$ cat src/rtl/kul_regs.svh
// register offsets, field positions, reset values and fixed codes of the key-usage limiter
// assumes a 32-bit APB bus with word-aligned registers
`ifndef KUL_REGS_SVH
`define KUL_REGS_SVH
`define KUL_OFF_CTRL        12'h000
`define KUL_OFF_CMD         12'h004
`define KUL_OFF_STATUS      12'h008
`define KUL_OFF_SLOTCFG     12'h00c
`define KUL_OFF_USE_LO      12'h010
`define KUL_OFF_ROLL        12'h014
`define KUL_OFF_SCRATCH     12'h018
`define KUL_OFF_K15_BASE    12'h044
`define KUL_OFF_K15_LAST    12'h050
`define KUL_CMD_GO_BIT      31
`define KUL_WCFG_DERIVE_BIT 13
`define KUL_USE_FULL        8'hff
`define KUL_USE_EMPTY       8'h00
`define KUL_MACV_COPY_MODE  8'h01
`define KUL_K15_SLOT        4'hf
`define KUL_NV_COMMIT_NS    32
`define KUL_NV_COMMIT_CYC   ((`KUL_NV_COMMIT_NS + 3) / 4)
`endif
$ cat src/rtl/kul_pkg.sv
// types shared by the key-usage limiter
// assumes kul_regs.svh for all numeric constants
package kul_pkg;
    typedef enum logic [2:0]
    {
        KUL_OP_NONE,
        KUL_OP_USE,
        KUL_OP_DERIVE,
        KUL_OP_READWRITE,
        KUL_OP_MACV,
        KUL_OP_NONCE,
        KUL_OP_DIGEST
    } kul_op_t;

    typedef enum logic [1:0]
    {
        KUL_ST_IDLE,
        KUL_ST_COMMIT,
        KUL_ST_DONE
    } kul_state_t;
endpackage : kul_pkg

$ cat src/rtl/kul_key_usage.sv
// key-usage limiter: slot use bitmaps, key-15 use array, derivation and password copy checks
// assumes an APB master on the system clock; nonvolatile commit modelled by a fixed wait
//
// Notes on behaviour
// creating a child key on slots 0-7 increments that slot's roll counter
// host loads the scratch key with a nonce before key derivation
// child key comes from the parent picked by write parent pointer plus nonce
// single-use limit applies to slots 0-7 only, ignored for 8-14
// limited slot with use bitmap 0x00 returns an error on key use
// otherwise clear the highest set bit of the use bitmap
// read and write ignore limits and keep the use bitmap
// derivation fails if limited parent has use bitmap 0x00
// successful derivation sets target bitmap to 0xff; nothing else restores bits
// derivation allowed only when write policy bit 13 is set; the code checks the target slot's bit of write_policy_field instead
// host initialises bitmaps only to 0xff or a low run of ones
// limited key 15 with all-zero use array returns an error
// each key-15 use clears one bit, scanning from byte 68 bit seven
// key-15 bits never restored; key disabled once all used
// read and write leave key-15 use array alone
// password copy applies no limit or decrement
// copy path enabled only with mode 0x01
// copy hash uses password slot then random nonce in scratch key
// copy target is password slot plus one when mapped, else itself; the code takes key selector bits 3:1 with mapped as bit 0
// copy allowed only when target read parent pointer is zero
// on match copy target to scratch key, flags 1,0,0, valid 1
// mac verify reports a single match result
// scratch valid cleared after any command except nonce, digest and a mac verify that copies
// use-bit clearing committed before the crypto computation starts
`include "kul_regs.svh"
`timescale 1ns/1ps
`default_nettype none
module kul_key_usage
    import kul_pkg::*;
#(
    parameter int unsigned NSLOT = 16
)
(
    // clock and reset
    input  wire logic        i_clk_sys,
    input  wire logic        i_reset_n,
    // apb slave
    input  wire logic        psel,
    input  wire logic        penable,
    input  wire logic        pwrite,
    input  wire logic [11:0] paddr,
    input  wire logic [31:0] pwdata,
    output logic      [31:0] o_prdata,
    output logic             o_pready,
    output logic             o_pslverr,
    // copy and nonce side inputs from the digest engine
    input  wire logic        i_digest_match,
    input  wire logic        i_nonce_random,
    // result strobes
    output logic             o_cmd_done,
    output logic             o_cmd_error,
    output logic             o_copy_taken
);
    localparam int unsigned CW = $clog2(`KUL_NV_COMMIT_CYC + 1);

    typedef struct packed {
        logic [NSLOT-1:0][7:0]  slot_use_bitmap;
        logic [7:0][7:0]        slot_roll_counter;
        logic [NSLOT-1:0]       limited_use_enable;
        logic [NSLOT-1:0][3:0]  write_parent_pointer;
        logic [NSLOT-1:0][3:0]  read_parent_pointer;
        logic [NSLOT-1:0]       write_policy_field;
        logic [127:0]           key15_use_bitmap;
        logic [3:0]             scratch_slot;
        logic                   seed_origin_flag;
        logic                   digest_origin_flag;
        logic                   verify_only_flag;
        logic                   scratch_valid;
        kul_state_t             state;
        kul_op_t                op;
        logic [3:0]             key_selector;
        logic [7:0]             mode;
        logic                   mapped;
        logic [CW-1:0]          wait_cnt;
        logic                   err;
        logic                   match;
        logic [31:0]            prdata;
        logic                   pready;
        logic                   pslverr;
        logic                   done;
        logic                   done_err;
        logic                   copy_taken;
        logic                   copied;
    } kul_state_s_t;

    kul_state_s_t r;
    kul_state_s_t next_r;

    // highest set bit, as a one-hot clearing mask
    function automatic logic [7:0] top_bit(input logic [7:0] v);
        logic [7:0] m;
        m = 8'h00;
        for (int i = 0; i < 8; i++)
        begin
            if (v[i])
            begin
                m = 8'h00;
                m[i] = 1'b1;
            end
        end
        return m;
    endfunction : top_bit

    // key-15 array: byte 0 (config byte 68) sits in bits 7:0; first nonzero byte wins
    function automatic logic [127:0] k15_clear(input logic [127:0] a);
        logic [127:0] res;
        logic         hit;
        res = a;
        hit = 1'b0;
        for (int b = 0; b < 16; b++)
        begin
            if (!hit && a[b*8 +: 8] != `KUL_USE_EMPTY)
            begin
                res[b*8 +: 8] = a[b*8 +: 8] & ~top_bit(a[b*8 +: 8]);
                hit = 1'b1;
            end
        end
        return res;
    endfunction : k15_clear

    // true when the selected key may not be used any more
    function automatic logic exhausted(input kul_state_s_t s, input logic [3:0] k);
        logic e;
        e = 1'b0;
        if (k == `KUL_K15_SLOT)
        begin
            e = s.limited_use_enable[k] && (s.key15_use_bitmap == 128'h0);
        end
        else if (k < 4'h8)
        begin
            e = s.limited_use_enable[k] && (s.slot_use_bitmap[k] == `KUL_USE_EMPTY);
        end
        return e;
    endfunction : exhausted

    logic       wr_access;
    logic       rd_access;
    logic [3:0] tgt;
    logic [3:0] parent;

    assign wr_access = psel && penable && pwrite && !r.pready;
    assign rd_access = psel && penable && !pwrite && !r.pready;

    always_comb
    begin
        next_r            = r;
        next_r.pready     = 1'b0;
        next_r.pslverr    = 1'b0;
        next_r.done       = 1'b0;
        next_r.done_err   = 1'b0;
        next_r.copy_taken = 1'b0;
        tgt               = r.key_selector;
        parent            = r.write_parent_pointer[r.key_selector];

        if (psel && penable && !r.pready)
        begin
            next_r.pready = 1'b1;
            next_r.prdata = 32'h0;
            case (paddr)
                `KUL_OFF_CTRL:
                    next_r.prdata = {16'h0, r.limited_use_enable};
                `KUL_OFF_STATUS:
                    next_r.prdata = {24'h0, r.match, r.err, r.scratch_valid,
                                     r.verify_only_flag, r.digest_origin_flag,
                                     r.seed_origin_flag, (r.state != KUL_ST_IDLE), 1'b0};
                `KUL_OFF_SLOTCFG:
                    next_r.prdata = {16'h0, r.write_policy_field};
                `KUL_OFF_USE_LO:
                    next_r.prdata = {r.slot_use_bitmap[3], r.slot_use_bitmap[2],
                                     r.slot_use_bitmap[1], r.slot_use_bitmap[0]};
                `KUL_OFF_ROLL:
                    next_r.prdata = {r.slot_roll_counter[3], r.slot_roll_counter[2],
                                     r.slot_roll_counter[1], r.slot_roll_counter[0]};
                `KUL_OFF_SCRATCH:
                    next_r.prdata = {28'h0, r.scratch_slot};
                default:
                begin
                    if (paddr >= `KUL_OFF_K15_BASE && paddr <= `KUL_OFF_K15_LAST
                        && paddr[1:0] == 2'b00)
                        next_r.prdata = r.key15_use_bitmap[(paddr - `KUL_OFF_K15_BASE) * 8 +: 32];
                    else if (paddr != `KUL_OFF_CMD)
                        next_r.pslverr = 1'b1;
                end
            endcase
        end

        // personalisation writes; the host keeps bitmap values legal
        if (wr_access)
        begin
            case (paddr)
                `KUL_OFF_CTRL:
                    next_r.limited_use_enable = pwdata[NSLOT-1:0];
                `KUL_OFF_SLOTCFG:
                    next_r.write_policy_field = pwdata[NSLOT-1:0];
                `KUL_OFF_USE_LO:
                    next_r.slot_use_bitmap[pwdata[27:24]] = pwdata[7:0];
                `KUL_OFF_SCRATCH:
                begin
                    next_r.write_parent_pointer[pwdata[27:24]] = pwdata[3:0];
                    next_r.read_parent_pointer[pwdata[27:24]]  = pwdata[7:4];
                end
                `KUL_OFF_CMD:
                begin
                    if (r.state == KUL_ST_IDLE && pwdata[`KUL_CMD_GO_BIT])
                    begin
                        next_r.op           = kul_op_t'(pwdata[26:24]);
                        next_r.key_selector = pwdata[3:0];
                        next_r.mode         = pwdata[15:8];
                        next_r.mapped       = pwdata[16];
                        next_r.state        = KUL_ST_COMMIT;
                        next_r.wait_cnt     = CW'(`KUL_NV_COMMIT_CYC);
                    end
                    else if (r.state != KUL_ST_IDLE)
                        next_r.pslverr = 1'b1;
                end
                default:
                begin
                    if (paddr >= `KUL_OFF_K15_BASE && paddr <= `KUL_OFF_K15_LAST
                        && paddr[1:0] == 2'b00)
                        next_r.key15_use_bitmap[(paddr - `KUL_OFF_K15_BASE) * 8 +: 32] = pwdata;
                    else
                        next_r.pslverr = 1'b1;
                end
            endcase
        end

        case (r.state)
            KUL_ST_IDLE:
            begin
            end
            KUL_ST_COMMIT:
            begin
                // bits are cleared here, before the digest wait ends
                if (r.wait_cnt == CW'(`KUL_NV_COMMIT_CYC))
                begin
                    next_r.err    = 1'b0;
                    next_r.match  = 1'b0;
                    next_r.copied = 1'b0;
                    case (r.op)
                        KUL_OP_USE:
                        begin
                            if (exhausted(r, tgt))
                                next_r.err = 1'b1;
                            else if (tgt == `KUL_K15_SLOT && r.limited_use_enable[tgt])
                                next_r.key15_use_bitmap = k15_clear(r.key15_use_bitmap);
                            else if (tgt < 4'h8 && r.limited_use_enable[tgt])
                                next_r.slot_use_bitmap[tgt] = r.slot_use_bitmap[tgt]
                                    & ~top_bit(r.slot_use_bitmap[tgt]);
                        end
                        KUL_OP_DERIVE:
                        begin
                            if (!r.write_policy_field[tgt] || exhausted(r, parent))
                                next_r.err = 1'b1;
                            else
                            begin
                                if (tgt < 4'h8)
                                begin
                                    next_r.slot_use_bitmap[tgt] = `KUL_USE_FULL;
                                    next_r.slot_roll_counter[tgt[2:0]] =
                                        r.slot_roll_counter[tgt[2:0]] + 8'h01;
                                end
                                next_r.scratch_slot = parent;
                            end
                        end
                        KUL_OP_MACV:
                        begin
                            tgt = {r.key_selector[3:1], r.mapped};
                            next_r.match = i_digest_match;
                            if (r.mode == `KUL_MACV_COPY_MODE && i_nonce_random
                                && r.scratch_valid
                                && r.read_parent_pointer[tgt] == 4'h0
                                && i_digest_match)
                            begin
                                next_r.scratch_slot       = tgt;
                                next_r.seed_origin_flag   = 1'b1;
                                next_r.digest_origin_flag = 1'b0;
                                next_r.verify_only_flag   = 1'b0;
                                next_r.copy_taken         = 1'b1;
                                next_r.copied             = 1'b1;
                            end
                        end
                        default:
                        begin
                        end
                    endcase
                end
                if (r.wait_cnt == CW'(0))
                    next_r.state = KUL_ST_DONE;
                else
                    next_r.wait_cnt = r.wait_cnt - CW'(1);
            end
            KUL_ST_DONE:
            begin
                next_r.done     = 1'b1;
                next_r.done_err = r.err;
                next_r.state    = KUL_ST_IDLE;
                if (r.op == KUL_OP_NONCE)
                begin
                    next_r.scratch_valid    = 1'b1;
                    next_r.seed_origin_flag = ~i_nonce_random;
                end
                else if (r.op == KUL_OP_DIGEST)
                    next_r.scratch_valid = 1'b1;
                else if (!(r.op == KUL_OP_MACV && r.copied))
                    next_r.scratch_valid = 1'b0;
                else
                    next_r.scratch_valid = 1'b1;
            end
            default:
                next_r.state = KUL_ST_IDLE;
        endcase
    end

    always_ff @(posedge i_clk_sys)
    begin
        if (!i_reset_n)
        begin
            r                 <= '0;
            r.slot_use_bitmap <= {NSLOT{`KUL_USE_FULL}};
            r.key15_use_bitmap <= {128{1'b1}};
            r.state           <= KUL_ST_IDLE;
            r.op              <= KUL_OP_NONE;
        end
        else
            r <= next_r;
    end

    assign o_prdata     = r.prdata;
    assign o_pready     = r.pready;
    assign o_pslverr    = r.pslverr;
    assign o_cmd_done   = r.done;
    assign o_cmd_error  = r.done_err;
    assign o_copy_taken = r.copy_taken;
endmodule : kul_key_usage
`default_nettype wire

$ cat config.mk
export PLATFORM = sky130hd
export DESIGN_NAME = kul_key_usage
export DESIGN_NICKNAME = d
export VERILOG_FILES = /design/src/rtl/kul_pkg.sv /design/src/rtl/kul_key_usage.sv
export VERILOG_INCLUDE_DIRS = /design/src /design/src/rtl
export SDC_FILE = /design/constraint.sdc
export NUM_CORES = 2
export LEC_CHECK = 0
export BUFFER_PORTS_ARGS = -buffer_cell sky130_fd_sc_hd__buf_2
export CAP_MARGIN = 20
export CORE_MARGIN = 5
export CORE_UTILIZATION = 50
export CTS_CLUSTER_SIZE = 28
export DETAILED_ROUTE_END_ITERATION = 6
export PLACE_DENSITY = 0.66
export SLEW_MARGIN = 20
export SYNTH_ARGS = -nofsm -noshare
export SYNTH_HDL_FRONTEND = slang
export SYNTH_SLANG_ARGS = --single-unit
$ cat constraint.sdc
create_clock -name i_clk_sys -period 8.1 [get_ports i_clk_sys]
set_clock_uncertainty 0.15 [all_clocks]
set_input_delay 1.215 -clock i_clk_sys [delete_from_list [all_inputs] [get_ports i_clk_sys]]
set_output_delay 1.215 -clock i_clk_sys [all_outputs]
set_load 0.02 [all_outputs]
Word-level counts from Yosys, hierarchy flattened
Cells that the tools add are included.
{"block": "totals", "ff_bits": 548, "inputBits": 51, "output_inout_bits": 37, "elab_cells": 720}
{"block": "op_classes", "n_addsub": 4, "n_lt_le_gt_ge": 12, "n_eq_ne": 40, "shift": 3, "muxes": 438, "bitwise_logic": 37, "reduce_logical": 94}
{"operator": "8-bit 2-to-1 mux", "n": 243}
{"operator": "128-bit 2-to-1 mux", "n": 11}
{"operator": "192-bit 2-to-1 mux", "n": 4}
{"operator": "128-bit bitwise mux", "n": 3}
{"operator": "128-bit case mux with 2 select lines", "n": 1}
{"operator": "64-bit bitwise mux", "n": 3}
{"operator": "32-bit case mux with 6 select lines", "n": 1}
{"operator": "8-bit bitwise AND", "n": 17}
{"operator": "8-bit NOT", "n": 17}
{"operator": "1-bit 2-to-1 mux", "n": 135}
{"operator": "135-bit 2-to-1 mux", "n": 1}
{"operator": "132-bit 2-to-1 mux", "n": 1}
{"operator": "128-bit logical NOT", "n": 1}
{"operator": "128-bit bitwise OR", "n": 1}
{"operator": "8-bit nonzero test", "n": 16}
{"operator": "32-bit by 34-bit variable shift with 128-bit output, first input constant", "n": 1}
{"operator": "128-bit by 33-bit indexed part select with 32-bit output", "n": 1}
{"operator": "32-bit by 34-bit indexed part select with 128-bit output", "n": 1}
{"operator": "6-bit inequality test, second input constant", "n": 16}
{"operator": "22-bit 2-to-1 mux", "n": 3}
{"operator": "8-bit binary-select mux with 4-bit select", "n": 2}
{"operator": "8-bit demux with 4-bit select", "n": 2}
{"operator": "64-bit 2-to-1 mux", "n": 1}
{"operator": "12-bit by 5-bit == test with 1-bit output, second input constant", "n": 3}
{"operator": "other kinds (52)", "n": 143}

Logic depth before layout (Yosys ltp)
{"block": "logic_depth", "depth_word": 141, "mapped_depth": 22, "depth_no_buf": 15}

Worst setup path before layout
No wires, ideal clock.
{"block": "synth_timing", "path_kind": "input -> register", "startpoint": "input paddr[2]", "endpoint": "register r[117] in the netlist's numbering", "setup_time_ps": 120, "arrival_time_ps": 6401, "required_ps": 7830, "path_slack_ps": 1429, "path_stages": 21, "path_buffers": 6, "cell_sequence": "buf_2 clkinv_1 buf_1 clkbuf_1 clkbuf_1 ha_1 nor3b_4 mux2i_1 or4_1 buf_2 nor3_1 ha_1 nor2_1 nand2_1 nor3_1 nor3_1 a2111o_1 or4_1 buf_2 and3_1 a211o_1"}
{"block": "synth_between", "elab_chain_cells": 12, "word_cells_on_any_way": 23, "classes_between": "add/sub: 2; order compare: 2; eq/ne: 4; shift: 2; mux: 9; reduce/logical: 4"}
{"item": "start: declaration", "line_no": "kul_key_usage.sv:45", "text": "input wire logic [11:0] paddr,"}
{"item": "12-bit by 7-bit subtractor with 13-bit output (no source line)"}
{"item": "32-bit negation with 34-bit output", "line_no": "kul_key_usage.sv:224", "text": "next_r.key15_use_bitmap[(paddr - `KUL_OFF_K15_BASE) * 8 +: 32] = pwdata;"}
{"item": "32-bit by 34-bit indexed part select with 128-bit output / 32-bit by 34-bit variable shift with 128-bit output (equally long branches)", "line_no": "kul_key_usage.sv:224"}
{"item": "128-bit bitwise mux", "line_no": "kul_key_usage.sv:224"}
{"item": "128-bit 2-to-1 mux", "line_no": "kul_key_usage.sv:222", "text": "if (paddr >= `KUL_OFF_K15_BASE && paddr <= `KUL_OFF_K15_LAST"}
{"item": "128-bit 2-to-1 mux *", "line_no": "kul_key_usage.sv:194", "text": "case (paddr)"}
{"item": "128-bit 2-to-1 mux *", "line_no": "kul_key_usage.sv:192", "text": "if (wr_access)"}
{"item": "128-bit 2-to-1 mux", "line_no": "kul_key_usage.sv:248", "text": "else if (tgt == `KUL_K15_SLOT && r.limited_use_enable[tgt])"}
{"item": "128-bit 2-to-1 mux", "line_no": "kul_key_usage.sv:246", "text": "if (exhausted(r, tgt))"}
{"item": "128-bit 2-to-1 mux", "line_no": "kul_key_usage.sv:243", "text": "case (r.op)"}
{"item": "135-bit 2-to-1 mux", "line_no": "kul_key_usage.sv:238", "text": "if (r.wait_cnt == CW'(`KUL_NV_COMMIT_CYC))"}
{"item": "132-bit 2-to-1 mux *", "line_no": "kul_key_usage.sv:231", "text": "case (r.state)"}
{"item": "end signal: assignment", "line_no": "kul_key_usage.sv:329", "text": "r <= next_r;"}
{"item": "end: declaration", "line_no": "kul_key_usage.sv:90", "text": "kul_state_s_t r;"}
Mark *: on every way between the ends. The rest lies on a longest branch, timed or not. The select of a mux whose other input is x is not followed.
A chain may end at the register's enable or synchronous reset.

Worst setup path in the final report
{"block": "layout_timing", "startpoint": "input paddr[2]", "endpoint": "register r[189] in the netlist's numbering"}
The elaborated chain is that of the path after synthesis.

==> run_results.csv <==
group,metric,value,unit
floorplanning,die_area,69100,um2
clock_network,clk_pin_slew,0.07,ns
critical_path,r2r-end,"r[429]",
critical_path,cp_slowest_cell,"or4_1",
synthesis,synth_ff_type,"dfxtp_1",
placement,dp_slack,1.62,ns
critical_path,critPathKind,"primary input to register",
clock_network,htree_num_levels,2,
min_path,hp-class,"register to register",
critical_path,rrSetupSlack,2.98,ns
floorplanning,coreArea,63200,um2
min_path,hold_end,"r[341]",
floorplanning,start_util,50.6,%
critical_path,worstReg2RegStart,"r[162]",
clock_network,clkSinkCount,548,
global_routing,antenna_found_initial,8,
floorplanning,rows,92,
routing,vias,30899,
global_routing,grt_max_degree,193,
power,p_per_area,176,nW/um2
synthesis,synth.area.top_cells,"dfxtp_1 (34%), mux2i_1 (8.9%), nand2_1 (8.0%)",
layout,area_delta_synth_final,7.82,%
synthesis,synthCells,3845,
synthesis,synth_top_area_share,34.3,%
synthesis,synth_nets,3907,
floorplanning,ios,88,
critical_path,reg2reg_depth,9,
clock_network,cts-root-buf,"clkbuf_16",
routing,drt_pass1_iterations,6,
routing,drc,0,
critical_path,path_cells,"buf_2, buf_4, nor3b_2, nand3_1, or4_1, nor3_1, ha_1, nor2_1, nand2_1, nor3_1, nor3_1, a2111o_1, nor2_1, nand4_1, a21o_1",
power,p_clk_share,45.7,%
layout,ff_latch_area,11000,um2
clock_network,cts_hold_buf,0,
power,internal_power,4.46,mW
sta,setup_ws,2.17,ns
power,netSwitchingFraction,26.5,%
layout,drive_gt1_share,12.5,%
synthesis,async_flop_share,0,%
power,p_leak,11.6,nW
critical_path,endpoint_kind,"register",
critical_path,cp_top_family,"simple AND/OR/NAND/NOR gates",
sta,worstMarginPinSlew,1.20,ns
sta,period_needed,5.93,ns
placement,hpwl,86000,um
clock_network,cts_tree,"built",
layout,fillers,5903,
synthesis,syn_avg_cell_area,8.31,um2
critical_path,cp-start-kind,"primary input",
placement,post_dp_cell_area,32500,um2
floorplanning,die_w,263,um
sta,rsz0062_at_grt,"no",
power,seqPwrFrac,44.7,%
global_routing,grt_pass1_vias,28225,
outcome,run_status,"finished clean",
routing,viasPerCell,6.71,
clock_network,cts_buffers,58,
clock_network,cts_resized,0,
clock_network,clk_path_buf_depth,3,
routing,routed_wl,122000,um
synthesis,seq_area_frac_synth,34.3,%
power,p_sw,1.61,mW
run,cap_violations,0,
routing,antenna_left,0,
synthesis,synth-seq-cells,548,
synthesis,yosys_warnings,0,
global_routing,grt.total_usage,33.3,%
sta,fin_tns_setup,0,ns
global_routing,grt_pass1_wl,181000,um
layout,final_common_cell,"nand2_1",
layout,mostFrequentLayoutCells,"nand2_1 (682), dfxtp_1 (545), mux2i_1 (284)",
layout,multi_input_area,19500,um2
layout,final_cell_area,34500,um2
routing,dr.first_iter.drc_count,4401,
synthesis,ys_types,86,
synthesis,synth-edff-count,0,
floorplanning,die_y,263,um
power,peakVddDrop,0.000162,V
sta,drv_slew,0,
placement,port_buffers,87,
critical_path,cp_data_required_time,8.49,ns
clock_network,cts_setup_buffers,0,
synthesis,netlist_area,32000,um2
critical_path,cpMostUsedCell,"nor3_1",
power,pwr-share-comb,9.6,%
critical_path,cpPeakStageDelay,0.63,ns
sta,fmax,168,MHz
critical_path,arrival,6.33,ns
placement,place_congestion,1.09,
sta,period_share,73.3,%
layout,finalNetCount,3769,
critical_path,crit_path_max_fanout,55,
critical_path,crit_buf_inv,2,
min_path,holdCritStartpoint,"r[341]",
sta,setup_violations,0,
min_path,hold_path_depth,2,
routing,wl_per_cell,26.4,um
global_routing,grt-ovfl-total,0,
synthesis,yosysTopAreaCell,"dfxtp_1",
clock_network,clk_latency,0.65,ns
sta,final-hold-violation-count,0,
sta,slew_headroom,18.9,%
[state kept, by name, summed over array words and instances (netlist names)]
| signal | count |
|---|---|
| r | 511 |
| o_prdata | 32 |
| o_pslverr | 1 |
| o_copy_taken | 1 |
| o_cmd_error | 1 |
| o_pready | 1 |
| o_cmd_done | 1 |
[cell type report]
cell class / count / area share, %
multi-input cells: 2935 / 56.6
clock buffers: 87 / 4.90
repair buffers: 141 / 2.53
diodes: 5 / 0.0363
clock inverters: 20 / 0.788
flip-flops and latches: 548 / 31.9
inverters: 23 / 0.265
well taps: 846 / 3.07
[power groups by stage]
stage          combinational, mW  clock [mW]  sequential (mW)
3_5_place_dp               0.554           0             2.77
4_1_cts                    0.556        2.79             2.71
3_3_place_gp               0.557           0             2.77
2_1_floorplan              0.367           0             2.77
5_1_grt                    0.602        2.91             2.71
6_report                   0.580        2.78             2.71
[worst reg2reg max path, stage by stage (launching register included)]
cell,delay [ns]
dfxtp_1,0.47
nor4_1,0.54
nor4bb_1,1.07
and4_1,0.41
nand4_2,0.30
o41ai_1,0.56
nand2b_1,0.34
or4_1,0.62
and2_1,0.39
o21ai_0,0.13
[worst max-delay path by stage]
stage                         to  depth (start not counted)     start
after detailed placement  r[189]                         15  paddr[2]
after CTS                 r[117]                         15  paddr[2]
final                     r[189]                         15  paddr[2]
after floorplan           r[117]                         21  paddr[2]
after global routing      r[175]                         16  paddr[2]
after global placement    r[117]                         15  paddr[2]
[kinds of logic after synthesis]
logic type,Yosys count,share of synthesized area [%]
AND/OR/NAND/NOR,1501,21.7
AO/OA/AOI/OAI,922,18.4
flip-flops,548,34.3
multiplexers,476,19.6
buffers and inverters,362,4.88
XOR/XNOR,25,0.685
adder cells (fa/ha/maj),11,0.431
[metal layers]
| layer | part of all wire (%) | wire (um) | track usage, % |
|---|---|---|---|
| met1 | 40 | 48800 | 46.5 |
| met2 | 42 | 50600 | 48.1 |
| met3 | 13 | 16000 | 9.55 |
| met4 | 5.2 | 6350 | 14.4 |
| met5 | 0.025 | 30 | 0 |
[synth_stat cells, types with 29 or more instances]
cell type / number
a22o_1: 31
o22ai_1: 35
mux2_2: 80
mux4_2: 112
nand3_1: 196
clkbuf_1: 245
o211ai_1: 120
and2_1: 34
nand2b_1: 33
or4_1: 49
o21ai_0: 204
nor4_1: 43
nor3_1: 71
mux2i_1: 284
a22oi_1: 40
dfxtp_1: 548
a221oi_1: 37
a211oi_1: 34
nor2_1: 236
buf_4: 45
or3_1: 29
a21oi_1: 268
nand2_1: 682
[per-stage QoR]
stage | std cells | hold slack, ns | util [%] | total power [mW]
CTS | 4599 | 0.299 | 54.5 | 6.06
global route | 4601 | 0.314 | 54.5 | 6.22
detailed placement | 4492 | 0.291 | 51.4 | 3.33
floorplan | 3845 | 0.276 | - | 3.14
global placement | 4492 | 0.284 | 51.4 | 3.33
finish | 4605 | 0.298 | 54.5 | 6.07
(Power assumes the default switching activity.)
